==> src/hdl/ssv_pkg.sv <==
// constants, field layouts and carrier types of the supply path supervisor
// assumes a single 200 MHz clock domain and a 32-bit APB register port
package ssv_pkg;

   localparam int ADDR_W = 8;
   localparam int DATA_W = 32;
   localparam int SW_N = 8;
   localparam int IRQ_N = 3;

   // register byte offsets
   localparam logic [ADDR_W-1:0] OFF_CTRL = 8'h00;
   localparam logic [ADDR_W-1:0] OFF_RECOV_SEL = 8'h04;
   localparam logic [ADDR_W-1:0] OFF_STATUS = 8'h08;
   localparam logic [ADDR_W-1:0] OFF_INT_STAT = 8'h0C;
   localparam logic [ADDR_W-1:0] OFF_INT_MASK = 8'h10;

   // control register fields
   localparam int CTRL_SEL_A = 0;
   localparam int CTRL_FORCE = 1;
   localparam int CTRL_SEL_C = 2;
   localparam int CTRL_BUCKBOOST_EN = 3;
   localparam int CTRL_SW_LSB = 8;

   // status register fields
   localparam int STAT_CMP_EN = 0;
   localparam int STAT_BAT_SW = 1;
   localparam int STAT_BUCKBOOST_SW = 2;
   localparam int STAT_OVERTEMP = 3;
   localparam int STAT_RECOV_PEND = 4;
   localparam int STAT_DIS_LSB = 8;
   localparam int STAT_SW_LSB = 16;

   // interrupt status and mask bits
   localparam int INT_COLLAPSE = 0;
   localparam int INT_RECOVER = 1;
   localparam int INT_OVERTEMP = 2;

   // values after reset
   localparam logic [SW_N-1:0] SW_CTRL_RST = 8'h00;
   localparam logic [SW_N-1:0] RECOV_SEL_RST = 8'h00;
   localparam logic [IRQ_N-1:0] INT_MASK_RST = 3'h0;

   typedef struct packed {
      logic sel_a;
      logic max_supply_force_on;
      logic sel_c;
   } ssv_cfg_t;

   typedef struct packed {
      logic buckboost_output_rail_low;
      logic vin_fall;
      logic vin_rise;
      logic ot_buckboost;
      logic ot_central;
   } ssv_sense_t;

   typedef struct packed {
      logic cmp_en;
      logic bat_sw;
      logic buckboost_sw;
   } ssv_vmax_t;

   typedef enum logic [2:0] {
      ST_RUN = 3'b001,
      ST_BAT = 3'b010,
      ST_OPEN = 3'b100
   } ssv_vmax_state_t;

endpackage : ssv_pkg

==> src/hdl/ssv_vmax_sel.sv <==
// max-supply node selector: comparator enable and the two rail switches
// assumes the comparator result is synchronous to clk_i
`timescale 1ns/1ps
module ssv_vmax_sel (
   input wire logic clk_i,
   input wire logic rst_i,
   input ssv_pkg::ssv_cfg_t cfg_i,
   input wire logic buckboost_enable_i,
   input wire logic rail_low_i,
   output ssv_pkg::ssv_vmax_t vmax_o
);

   ssv_pkg::ssv_vmax_state_t state_ff;
   ssv_pkg::ssv_vmax_state_t nxt_state;
   ssv_pkg::ssv_vmax_t vmax_ff;
   logic keep_run;

   assign keep_run = (state_ff == ssv_pkg::ST_RUN) && !rail_low_i;

   always_comb begin
      nxt_state = ssv_pkg::ST_RUN;
      if (cfg_i.max_supply_force_on || buckboost_enable_i) begin
         nxt_state = ssv_pkg::ST_RUN;
      end else begin
         case ({cfg_i.sel_a, cfg_i.sel_c})
            2'b00: nxt_state = ssv_pkg::ST_BAT;
            2'b10: nxt_state = ssv_pkg::ST_OPEN;
            2'b01: nxt_state = keep_run ? ssv_pkg::ST_RUN : ssv_pkg::ST_BAT;
            2'b11: nxt_state = keep_run ? ssv_pkg::ST_RUN : ssv_pkg::ST_OPEN;
            default: nxt_state = ssv_pkg::ST_OPEN;
         endcase
      end
   end

   always_ff @(posedge clk_i) begin
      if (rst_i) begin
         state_ff <= ssv_pkg::ST_BAT;
      end else begin
         state_ff <= nxt_state;
      end
   end

   always_ff @(posedge clk_i) begin
      if (rst_i) begin
         vmax_ff <= '0;
      end else begin
         vmax_ff.cmp_en <= (nxt_state == ssv_pkg::ST_RUN);
         vmax_ff.bat_sw <= (nxt_state == ssv_pkg::ST_BAT) ||
                           ((nxt_state == ssv_pkg::ST_RUN) && rail_low_i);
         vmax_ff.buckboost_sw <= (nxt_state == ssv_pkg::ST_RUN) && !rail_low_i;
      end
   end

   assign vmax_o = vmax_ff;

   AST_CMP_ON_ENABLED:
   assert property (@(posedge clk_i) disable iff (rst_i)
      cfg_i.sel_a && !cfg_i.max_supply_force_on && cfg_i.sel_c && buckboost_enable_i
      |=> vmax_o.cmp_en)
   else $error("comparator off while converter enabled");

   AST_OPEN_ON_DROP:
   assert property (@(posedge clk_i) disable iff (rst_i)
      cfg_i.sel_a && !cfg_i.max_supply_force_on && cfg_i.sel_c &&
      !buckboost_enable_i && rail_low_i
      |=> !vmax_o.bat_sw && !vmax_o.buckboost_sw && !vmax_o.cmp_en)
   else $error("max-supply switches not opened after drop");

   AST_FORCE_HIGHER:
   assert property (@(posedge clk_i) disable iff (rst_i)
      cfg_i.max_supply_force_on
      |=> vmax_o.cmp_en && (vmax_o.bat_sw == $past(rail_low_i)) &&
          (vmax_o.buckboost_sw != $past(rail_low_i)))
   else $error("forced selection did not pick the higher rail");

endmodule : ssv_vmax_sel

==> src/hdl/ssv_supply_path_supervisor.sv <==
// supply path supervisor: APB registers, collapse recovery, thermal gating
// assumes sense inputs synchronous to clk_i and an APB master on clk_i
//
// Decided for this implementation: the register addresses and the APB slave port.
`timescale 1ns/1ps
module ssv_supply_path_supervisor (
   input wire logic clk_i,
   input wire logic rst_i,
   input wire logic psel_i,
   input wire logic penable_i,
   input wire logic pwrite_i,
   input wire logic [ssv_pkg::ADDR_W-1:0] paddr_i,
   input wire logic [ssv_pkg::DATA_W-1:0] pwdata_i,
   output logic [ssv_pkg::DATA_W-1:0] prdata_o,
   output logic pready_o,
   output logic pslverr_o,
   input ssv_pkg::ssv_sense_t sense_i,
   output ssv_pkg::ssv_vmax_t vmax_o,
   output logic buckboost_enable_o,
   output logic [ssv_pkg::SW_N-1:0] sw_en_o,
   output logic overtemp_o,
   output logic irq_o
);

   // software-owned configuration
   ssv_pkg::ssv_cfg_t cfg_ff;
   logic buckboost_en_ff;
   logic [ssv_pkg::SW_N-1:0] sw_ctrl_ff;
   logic [ssv_pkg::SW_N-1:0] recov_sel_ff;
   logic [ssv_pkg::IRQ_N-1:0] int_mask_ff;

   // hardware-owned state
   logic [ssv_pkg::IRQ_N-1:0] int_stat_ff;
   logic [ssv_pkg::IRQ_N-1:0] nxt_int_stat;
   logic [ssv_pkg::SW_N-1:0] dis_ff;
   logic [ssv_pkg::SW_N-1:0] nxt_dis;
   logic fall_d_ff;
   logic rise_d_ff;
   logic ot_d_ff;

   // output flops
   logic [ssv_pkg::SW_N-1:0] sw_en_ff;
   logic [ssv_pkg::SW_N-1:0] sw_gate;
   logic buckboost_out_ff;
   logic overtemp_ff;
   logic irq_ff;
   logic pready_ff;
   logic pslverr_ff;
   logic [ssv_pkg::DATA_W-1:0] prdata_ff;

   // bus decode
   logic acc;
   logic setup_done;
   logic wr_en;
   logic hit;
   logic [ssv_pkg::DATA_W-1:0] rd_mux;

   // event decode
   logic fall_edge;
   logic rise_edge;
   logic ot_now;
   logic ot_rise;
   logic buckboost_eff;
   logic [ssv_pkg::IRQ_N-1:0] int_set;
   logic [ssv_pkg::IRQ_N-1:0] int_clr;

   assign acc = psel_i && penable_i;
   assign setup_done = acc && !pready_ff;
   assign wr_en = acc && pready_ff && pwrite_i;

   assign fall_edge = sense_i.vin_fall && !fall_d_ff;
   assign rise_edge = sense_i.vin_rise && !rise_d_ff;
   assign ot_now = sense_i.ot_buckboost || sense_i.ot_central;
   assign ot_rise = ot_now && !ot_d_ff;
   assign buckboost_eff = buckboost_en_ff && !ot_now;

   always_comb begin
      hit = 1'b1;
      rd_mux = '0;
      case (paddr_i)
         ssv_pkg::OFF_CTRL: begin
            rd_mux[ssv_pkg::CTRL_SEL_A] = cfg_ff.sel_a;
            rd_mux[ssv_pkg::CTRL_FORCE] = cfg_ff.max_supply_force_on;
            rd_mux[ssv_pkg::CTRL_SEL_C] = cfg_ff.sel_c;
            rd_mux[ssv_pkg::CTRL_BUCKBOOST_EN] = buckboost_en_ff;
            rd_mux[ssv_pkg::CTRL_SW_LSB +: ssv_pkg::SW_N] = sw_ctrl_ff;
         end
         ssv_pkg::OFF_RECOV_SEL: begin
            rd_mux[ssv_pkg::SW_N-1:0] = recov_sel_ff;
         end
         ssv_pkg::OFF_STATUS: begin
            rd_mux[ssv_pkg::STAT_CMP_EN] = vmax_o.cmp_en;
            rd_mux[ssv_pkg::STAT_BAT_SW] = vmax_o.bat_sw;
            rd_mux[ssv_pkg::STAT_BUCKBOOST_SW] = vmax_o.buckboost_sw;
            rd_mux[ssv_pkg::STAT_OVERTEMP] = overtemp_ff;
            rd_mux[ssv_pkg::STAT_RECOV_PEND] = |dis_ff;
            rd_mux[ssv_pkg::STAT_DIS_LSB +: ssv_pkg::SW_N] = dis_ff;
            rd_mux[ssv_pkg::STAT_SW_LSB +: ssv_pkg::SW_N] = sw_en_ff;
         end
         ssv_pkg::OFF_INT_STAT: begin
            rd_mux[ssv_pkg::IRQ_N-1:0] = int_stat_ff;
         end
         ssv_pkg::OFF_INT_MASK: begin
            rd_mux[ssv_pkg::IRQ_N-1:0] = int_mask_ff;
         end
         default: begin
            hit = 1'b0;
         end
      endcase
   end

   // one wait state keeps every bus output a plain flop
   always_ff @(posedge clk_i) begin
      if (rst_i) begin
         pready_ff <= 1'b0;
      end else begin
         pready_ff <= setup_done;
      end
   end

   always_ff @(posedge clk_i) begin
      if (rst_i) begin
         pslverr_ff <= 1'b0;
      end else begin
         pslverr_ff <= setup_done && !hit;
      end
   end

   always_ff @(posedge clk_i) begin
      if (rst_i) begin
         prdata_ff <= '0;
      end else if (setup_done && !pwrite_i) begin
         prdata_ff <= rd_mux;
      end else if (!acc) begin
         prdata_ff <= '0;
      end
   end

   always_ff @(posedge clk_i) begin
      if (rst_i) begin
         cfg_ff <= '0;
         buckboost_en_ff <= 1'b0;
         sw_ctrl_ff <= ssv_pkg::SW_CTRL_RST;
      end else if (wr_en && (paddr_i == ssv_pkg::OFF_CTRL)) begin
         cfg_ff.sel_a <= pwdata_i[ssv_pkg::CTRL_SEL_A];
         cfg_ff.max_supply_force_on <= pwdata_i[ssv_pkg::CTRL_FORCE];
         cfg_ff.sel_c <= pwdata_i[ssv_pkg::CTRL_SEL_C];
         buckboost_en_ff <= pwdata_i[ssv_pkg::CTRL_BUCKBOOST_EN];
         sw_ctrl_ff <= pwdata_i[ssv_pkg::CTRL_SW_LSB +: ssv_pkg::SW_N];
      end
   end

   always_ff @(posedge clk_i) begin
      if (rst_i) begin
         recov_sel_ff <= ssv_pkg::RECOV_SEL_RST;
      end else if (wr_en && (paddr_i == ssv_pkg::OFF_RECOV_SEL)) begin
         recov_sel_ff <= pwdata_i[ssv_pkg::SW_N-1:0];
      end
   end

   always_ff @(posedge clk_i) begin
      if (rst_i) begin
         int_mask_ff <= ssv_pkg::INT_MASK_RST;
      end else if (wr_en && (paddr_i == ssv_pkg::OFF_INT_MASK)) begin
         int_mask_ff <= pwdata_i[ssv_pkg::IRQ_N-1:0];
      end
   end

   // edge detectors on the monitor levels
   always_ff @(posedge clk_i) begin
      if (rst_i) begin
         fall_d_ff <= 1'b0;
         rise_d_ff <= 1'b0;
         ot_d_ff <= 1'b0;
      end else begin
         fall_d_ff <= sense_i.vin_fall;
         rise_d_ff <= sense_i.vin_rise;
         ot_d_ff <= ot_now;
      end
   end

   always_comb begin
      nxt_dis = dis_ff;
      if (fall_edge) begin
         nxt_dis = dis_ff | (sw_ctrl_ff & recov_sel_ff);
      end else if (rise_edge) begin
         nxt_dis = '0;
      end
   end

   always_ff @(posedge clk_i) begin
      if (rst_i) begin
         dis_ff <= '0;
      end else begin
         dis_ff <= nxt_dis;
      end
   end

   // per-switch gating: software enable, collapse shedding, thermal
   genvar g;
   generate
      for (g = 0; g < ssv_pkg::SW_N; g++) begin : g_sw
         assign sw_gate[g] = sw_ctrl_ff[g] && !nxt_dis[g] && !ot_now;
      end
   endgenerate

   always_ff @(posedge clk_i) begin
      if (rst_i) begin
         sw_en_ff <= '0;
      end else begin
         sw_en_ff <= sw_gate;
      end
   end

   always_ff @(posedge clk_i) begin
      if (rst_i) begin
         buckboost_out_ff <= 1'b0;
         overtemp_ff <= 1'b0;
      end else begin
         buckboost_out_ff <= buckboost_eff;
         overtemp_ff <= ot_now;
      end
   end

   // sticky interrupt status; a new event wins over a write-one clear
   assign int_set = {ot_rise, rise_edge, fall_edge};
   assign int_clr = (wr_en && (paddr_i == ssv_pkg::OFF_INT_STAT)) ?
                    pwdata_i[ssv_pkg::IRQ_N-1:0] : '0;

   always_comb begin
      nxt_int_stat = (int_stat_ff & ~int_clr) | int_set;
   end

   always_ff @(posedge clk_i) begin
      if (rst_i) begin
         int_stat_ff <= '0;
      end else begin
         int_stat_ff <= nxt_int_stat;
      end
   end

   always_ff @(posedge clk_i) begin
      if (rst_i) begin
         irq_ff <= 1'b0;
      end else begin
         irq_ff <= |(int_stat_ff & int_mask_ff);
      end
   end

   // the converter enable seen by the selector already carries thermal gating
   ssv_vmax_sel u_vmax_sel (
      .clk_i(clk_i),
      .rst_i(rst_i),
      .cfg_i(cfg_ff),
      .buckboost_enable_i(buckboost_eff),
      .rail_low_i(sense_i.buckboost_output_rail_low),
      .vmax_o(vmax_o)
   );

   assign prdata_o = prdata_ff;
   assign pready_o = pready_ff;
   assign pslverr_o = pslverr_ff;
   assign buckboost_enable_o = buckboost_out_ff;
   assign sw_en_o = sw_en_ff;
   assign overtemp_o = overtemp_ff;
   assign irq_o = irq_ff;

   AST_COLLAPSE_IRQ:
   assert property (@(posedge clk_i) disable iff (rst_i)
      fall_edge && int_mask_ff[ssv_pkg::INT_COLLAPSE] && !wr_en
      |-> ##2 irq_o)
   else $error("collapse did not raise the interrupt");

   AST_COLLAPSE_SHED:
   assert property (@(posedge clk_i) disable iff (rst_i)
      fall_edge
      |=> ((sw_en_o & $past(recov_sel_ff)) == '0) &&
          ((dis_ff & $past(sw_ctrl_ff & recov_sel_ff)) == $past(sw_ctrl_ff & recov_sel_ff)))
   else $error("selected switches still on after collapse");

   AST_RECOVER_RESTORE:
   assert property (@(posedge clk_i) disable iff (rst_i)
      rise_edge && !fall_edge && !ot_now && !wr_en
      |=> (dis_ff == '0) && (sw_en_o == $past(sw_ctrl_ff)))
   else $error("shed switches not restored on recovery");

   AST_OT_COMBINE:
   assert property (@(posedge clk_i) disable iff (rst_i)
      ##1 1'b1 |-> overtemp_o == $past(sense_i.ot_buckboost || sense_i.ot_central))
   else $error("over-temperature is not the OR of both sensors");

   AST_OT_FORCE_OFF:
   assert property (@(posedge clk_i) disable iff (rst_i)
      ot_now |=> (sw_en_o == '0) && !buckboost_enable_o)
   else $error("enables left on during over-temperature");

   AST_OT_RESTORE:
   assert property (@(posedge clk_i) disable iff (rst_i)
      ot_d_ff && !ot_now
      |=> buckboost_enable_o == $past(buckboost_en_ff))
   else $error("converter enable not restored after over-temperature");

   AST_COLLAPSE_STICKY:
   assert property (@(posedge clk_i) disable iff (rst_i)
      fall_edge |=> int_stat_ff[ssv_pkg::INT_COLLAPSE])
   else $error("collapse status bit lost");

   AST_IRQ_RAISE:
   assert property (@(posedge clk_i) disable iff (rst_i)
      (int_stat_ff & int_mask_ff) != '0 |=> irq_o)
   else $error("interrupt low with an unmasked status bit");

   AST_IRQ_QUIET:
   assert property (@(posedge clk_i) disable iff (rst_i)
      (int_stat_ff & int_mask_ff) == '0 |=> !irq_o)
   else $error("interrupt high with no unmasked status bit");

   // one wait state, ready for exactly one cycle
   AST_APB_ONE_WAIT:
   assert property (@(posedge clk_i) disable iff (rst_i)
      acc && !pready_ff |=> pready_o)
   else $error("apb access not answered after one wait state");

   AST_APB_PULSE:
   assert property (@(posedge clk_i) disable iff (rst_i)
      pready_o |=> !pready_o)
   else $error("ready held for more than one cycle");

endmodule : ssv_supply_path_supervisor

==> config.mk <==
export PLATFORM = sky130hd
export DESIGN_NAME = ssv_supply_path_supervisor
export DESIGN_NICKNAME = d
export VERILOG_FILES = /design/src/hdl/ssv_pkg.sv /design/src/hdl/ssv_vmax_sel.sv /design/src/hdl/ssv_supply_path_supervisor.sv
export SDC_FILE = /design/constraint.sdc
export NUM_CORES = 1
export LEC_CHECK = 0
export BUFFER_PORTS_ARGS = -buffer_cell sky130_fd_sc_hd__buf_2
export CAP_MARGIN = 20
export CORE_ASPECT_RATIO = 0.9
export CORE_MARGIN = 2
export CORE_UTILIZATION = 25
export CTS_CLUSTER_SIZE = 40
export DETAILED_ROUTE_END_ITERATION = 8
export PLACE_DENSITY_LB_ADDON = 0.05
export SYNTH_ARGS = -nofsm -noshare
export SYNTH_HDL_FRONTEND = slang
export SYNTH_SLANG_ARGS = --single-unit
==> constraint.sdc <==
create_clock -name clk_i -period 1.7 [get_ports clk_i]
set_clock_uncertainty 0.05 [all_clocks]
set_input_delay 0.17 -clock clk_i [delete_from_list [all_inputs] [get_ports clk_i]]
set_output_delay 0.17 -clock clk_i [all_outputs]
set_load 0.02 [all_outputs]
# After elaboration in Yosys (flattened, before gate mapping)
# Index checks and enable logic that the tools add are counted.
# W data, S select, Z words.
[op_classes]
n_addsub = 0
n_mul = 0
div_mod_pow = 0
magnitude_cmp = 0
n_eq_ne = 11
shifts = 0
muxes = 16
bitwise = 6
reduce_logical = 57
[ops]
columns = ["op", "n"]
rows = [
  ["$mux W24", 2],
  ["$logic_and A1 B1 Y1", 33],
  ["$mux W8", 3],
  ["$eq A8 B4 Y1 const B", 2],
  ["$logic_not A1 Y1", 16],
  ["$pmux W8 S2", 1],
  ["$pmux W3 S5", 1],
  ["$mux W3", 4],
  ["$pmux W3 S4", 1],
  ["$and A8 B8 Y8", 1],
  ["$eq A8 B3 Y1 const B", 1],
  ["$eq A8 B5 Y1 const B", 1],
  ["$logic_not A8 Y1", 1],
  ["$or A8 B8 Y8", 1],
  ["$reduce_or A8 Y1", 1],
  ["$and A3 B3 Y3", 2],
  ["$eq A3 B1 Y1 const B", 2],
  ["$reduce_or A5 Y1", 1],
  ["$eq A2 B2 Y1 const B", 2],
  ["$eq A3 B2 Y1 const B", 1],
  ["$logic_or A1 B1 Y1", 3],
  ["$not A3 Y3", 1],
  ["$or A3 B3 Y3", 1],
  ["$pmux W1 S3", 1],
  ["other kinds (7)", 7],
]
[totals]
reg_bits = 79
latch_bits = 0
ramBits = 0
mem_bits_ro = 0
in_bits = 50
output_inout_bits = 48
elab_cells = 112
mem_count = 0

# Depth between registers and ports, before layout
[logic_depth]
word_depth = 8
ltp_mapped = 7
ltp_nobuf = 4

# Cells and area by module
# Synthesis repeated with hierarchy kept, for this count alone.
[unflattened]
cells_unflattened = 348
area_unflattened_um2 = 3184.3
[modules_own_cells]
columns = ["mod", "instances", "cells_per_inst", "area_each_um2", "seq_area_each_um2"]
rows = [
  ["ssv_supply_path_supervisor", 1, 332, 2985.4, 1461.4],
  ["ssv_vmax_sel", 1, 16, 198.9, 120.1],
]

# Least setup slack after synthesis
# No wires, ideal clock.
[synth_path]
path_kind = "register to register"
from = "reg pready_ff, in the netlist pready_o"
to = "reg prdata_ff (netlist bit prdata_o[11])"
setup_time_ns = 0.122
arrival_time_ns = 1.530
t_required_ns = 1.528
setup_slack_ns = -0.002
stages_incl_launch_ff = 7
n_path_buf = 2
cell_sequence = "dfxtp_1 nor4bb_4 and3_1 buf_6 and3b_1 buf_6 a221o_1"
[synth_via]
elab_chain_len = 4
word_cells_on_any_way = 5
[synth_rtl]
columns = ["element", "line_no", "text"]
rows = [
  ["start: declaration", "ssv_supply_path_supervisor.sv:47", "logic pready_ff;"],
  ["start signal: assignment", "ssv_supply_path_supervisor.sv:117", "pready_ff <= setup_done;"],
  ["$logic_not A1 Y1 *", "ssv_supply_path_supervisor.sv:68", "assign setup_done = acc && !pready_ff;"],
  ["$logic_and A1 B1 Y1 *", "ssv_supply_path_supervisor.sv:68", ""],
  ["$logic_and A1 B1 Y1 *", "ssv_supply_path_supervisor.sv:132", "end else if (setup_done && !pwrite_i) begin"],
  ["$ne A2 B1 Y1 (no source line) or $mux W24 (tied branches)", "n/a", ""],
  ["end signal: assignment", "ssv_supply_path_supervisor.sv:133", "prdata_ff <= rd_mux;"],
  ["end: declaration", "ssv_supply_path_supervisor.sv:49", "logic [ssv_pkg::DATA_W-1:0] prdata_ff;"],
]
# Every way passes the cells marked *; elsewhere a longest branch is shown, timed or not.
# A chain may end at the register's enable or synchronous reset.

# Final worst setup path
[layout_path]
from = "in sense_i[4] (netlist name)"
to = "reg u_vmax_sel.vmax_ff (netlist bit u_vmax_sel.vmax_o[1])"
[layout_via]
elab_chain_len = 8
word_cells_on_any_way = 10
[layout_rtl]
columns = ["element", "line_no", "text"]
rows = [
  ["start: declaration", "ssv_supply_path_supervisor.sv:17", "input ssv_pkg::ssv_sense_t sense_i,"],
  ["$logic_not A1 Y1", "ssv_vmax_sel.sv:18", "assign keep_run = (state_ff == ssv_pkg::ST_RUN) && !rail_low_i;"],
  ["$logic_and A1 B1 Y1", "ssv_vmax_sel.sv:18", ""],
  ["$mux W3 or $mux W2 (tied branches)", "ssv_vmax_sel.sv:29, ssv_vmax_sel.sv:28", ""],
  ["$pmux W3 S4", "ssv_vmax_sel.sv:25", "case ({cfg_i.sel_a, cfg_i.sel_c})"],
  ["$mux W3", "ssv_vmax_sel.sv:22", "if (cfg_i.max_supply_force_on || buckboost_enable_i) begin"],
  ["$eq A3 B1 Y1", "ssv_vmax_sel.sv:49", "((nxt_state == ssv_pkg::ST_RUN) && rail_low_i);"],
  ["$logic_and A1 B1 Y1", "ssv_vmax_sel.sv:49", ""],
  ["$logic_or A1 B1 Y1 *", "ssv_vmax_sel.sv:48", "vmax_ff.bat_sw <= (nxt_state == ssv_pkg::ST_BAT) ||"],
  ["end: declaration", "ssv_vmax_sel.sv:15", "ssv_pkg::ssv_vmax_t vmax_ff;"],
]
# Marks and branches as above.

==> impl_metrics.env <==
export IMPL_postRouteAntennaNets=0
export IMPL_yosysTopAreaCellShare_pct=50.6
export IMPL_cts_root_buffer="clkbuf_16"
export IMPL_drc_errors=0
export IMPL_grt_pass1_wl_um=14200
export IMPL_maxSlewViolCount=0
export IMPL_yosys_mux_area_fraction_pct=10.2
export IMPL_cp_max_fo=6
export IMPL_first_iter_violations=132
export IMPL_dp_hpwl_um=6710
export IMPL_ys_flop_type="dfxtp_1"
export IMPL_async_flop_share_pct=0
export IMPL_clkTransAtPathRegs_ps=60
export IMPL_min_period_over_period_pct=93.5
export IMPL_setup_ws_ps=111
export IMPL_insertedDiodeCount=0
export IMPL_finalPower_mw=4.18
export IMPL_cts_buffers=9
export IMPL_setup_violations=0
export IMPL_die_y_um=110
export IMPL_die_x_um=122
export IMPL_final_area_mm2=0.00409
export IMPL_synth_top_family_by_area="simple AND/OR/NAND/NOR gates"
export IMPL_synth_area_leader_cell="dfxtp_1"
export IMPL_avgSynthCellArea_um2=9.93
export IMPL_slew_headroom_pct=64.0
export IMPL_tritoncts="yes"
export IMPL_endpoint_kind="flop"
export IMPL_wl_per_cell_um=16.3
export IMPL_gp_congestion=0.688
export IMPL_finalHoldViolCount=0
export IMPL_synth_area_leaders="dfxtp_1, mux2i_1, nor2_1, a32oi_1, a22oi_1"
export IMPL_dieArea_mm2=0.0134
export IMPL_cp_arrival_ps=1760
export IMPL_grt_pass1_vias=2435
export IMPL_track_usage_pct=14.5
export IMPL_port_buffers=73
export IMPL_core_area_mm2=0.0121
export IMPL_rsz0062_at_grt="no"
export IMPL_ys_warn_count=0
export IMPL_cap_violations=0
export IMPL_ios=98
export IMPL_grt_max_degree=34
export IMPL_synth_distinct_cells=43
export IMPL_slowest_stage="dlygate4sd3_1"
export IMPL_htree_levels=3
export IMPL_antenna_found_initial=0
export IMPL_cts_buffer_depth=2
export IMPL_powerDensity_mw_per_mm2=1020
export IMPL_vias=2594
export IMPL_drive_above_1_share_pct=29.2
export IMPL_status="complete, no violations"
export IMPL_yosys_register_bits=79
export IMPL_yosysMostFrequentCell="dfxtp_1"
export IMPL_placed_area_mm2=0.00373
export IMPL_start_kind="primary input"
export IMPL_synth_compound_area_share_pct=13.5
export IMPL_dr_pass1_iters=4
export IMPL_fin_nets=449
export IMPL_syn_to_final_growth_pct=30.7
export IMPL_maxClockFrequency_mhz=629
export IMPL_worst_setup_path_type="in2reg"
export IMPL_fin_crit_ps=1590
export IMPL_routed_wl_um=9210
export IMPL_synthAdderAreaFrac_pct=0
export IMPL_grt_overflow_total=0
export IMPL_cts_setup_buffers=0
export IMPL_yosys_area_share_simple_pct=20.0
export IMPL_ys_seq_area_share_pct=50.6
export IMPL_rows=38
export IMPL_utilization_pct=33.7
export IMPL_synth_commonest_cells="dfxtp_1, nor2_1, mux2i_1"
export IMPL_peakVddDrop_mv=0.467
export IMPL_synth_xor_area_share_pct=0
export IMPL_initial_core_util_pct=25.8
export IMPL_tightestPinTransition_ps=537
export IMPL_leakagePower_nw=1.87
export IMPL_netlist_instances=315
export IMPL_final_setup_tns_ps=0
export IMPL_synth_edf_count=0
export IMPL_worstPathRequired_ps=1870
export IMPL_path_cells="dlygate4sd3_1 -> buf_2 -> nor4b_1 -> a221oi_2 -> mux2i_1 -> nor2_1"
export IMPL_clock_sinks=79
export IMPL_syn_area_mm2=0.00313
export IMPL_viasPerCell=4.60
export IMPL_worst_path_largest_cell_delay_ps=530
export IMPL_hold_class="in2reg"
export IMPL_pre_cts_ws_ps=-70.4
export IMPL_worstSkewPairLatency_ps=340
-- final cells by class --
| type | count | area, um2 |
|---|---|---|
| Fill cell | 1302 | 8040 |
| Inverter | 4 | 15.0 |
| Timing Repair Buffer | 94 | 568 |
| Clock buffer | 9 | 225 |
| Sequential cell | 79 | 1580 |
| Clock inverter | 7 | 97.6 |
| Tap cell | 160 | 200 |
| Multi-Input combinational cell | 211 | 1400 |
-- timing repair --
action | CTS | global route
gates resized for setup | 1 | 0
hold buffers | 3 | 0
hold endpoints to repair | 3 | 0
setup endpoints to repair | 11 | 0
-- sequential cells by signal, summed over array words and instances, names as in the netlist, 3 cells and up --
name                 cells
cfg_ff                   3
dis_ff                   8
int_mask_ff              3
int_stat_ff              3
prdata_o                24
recov_sel_ff             8
sw_ctrl_ff               8
sw_en_o                  8
u_vmax_sel.state_ff      3
u_vmax_sel.vmax_o        3
-- worst max-delay path: cells and delay by family --
family | cells | cell delay, ps
buffers and inverters | 2 | 670
muxes | 1 | 180
and+or+nand+nor | 2 | 530
AOI/OAI and AO/OA | 1 | 220
-- final timing paths --
kind	start	end	slack [ps]	cells past startpoint
max	sense_i[4]	u_vmax_sel.vmax_o[1]$_SDFF_PP0_	110	6
min	pwdata_i[5]	recov_sel_ff[5]$_SDFFE_PP0P_	10	3
max reg2reg	pready_o$_SDFF_PP0_	prdata_o[15]$_SDFFE_PP0P_	170	5
min reg2reg	sw_ctrl_ff[0]$_SDFFE_PP0P_	sw_en_o[0]$_SDFF_PP0_	450	2
-- stage by stage --
stage               hold WS, ps  std cells
global route               6.42        564
CTS                        1.69        564
floorplan                   199        322
finish                     14.0        564
detailed placement          326        545
global placement            332        545
-- per-layer routing --
layer / global-route usage (%) / part of all wire [%] / vias to the layer above
met5: 0 / 0 / -
met2: 20.6 / 41 / 62
met4: 6.08 / 1.8 / 0
met3: 3.96 / 5.3 / 15
li1: - / - / 1286
met1: 20.6 / 52 / 1231
-- cells in the final DEF (no fill, tap or decap), types with 4 or more instances in the layout --
cell        n
a21oi_1     9
a221o_1     8
a22oi_1    12
a32oi_1    12
and2_1     10
buf_2      73
buf_4      15
clkbuf_16   9
conb_1      8
dfxtp_1    78
inv_1       4
mux2i_1    25
nand2_1    12
nand3_1    10
nor2_1     56
nor2b_1     8
-- cells by family after synthesis --
group	count (synthesis)
AND/OR/NAND/NOR	121
other	1
AO/OA/AOI/OAI	54
flip-flops	79
multiplexers	28
buffers and inverters	32
-- report_power, final --
part,internal [mW],switching (mW)
combinational,0.0848,0.138
clock,1.29,0.798
sequential,1.86,0.00902
(Power assumes the default switching activity.)
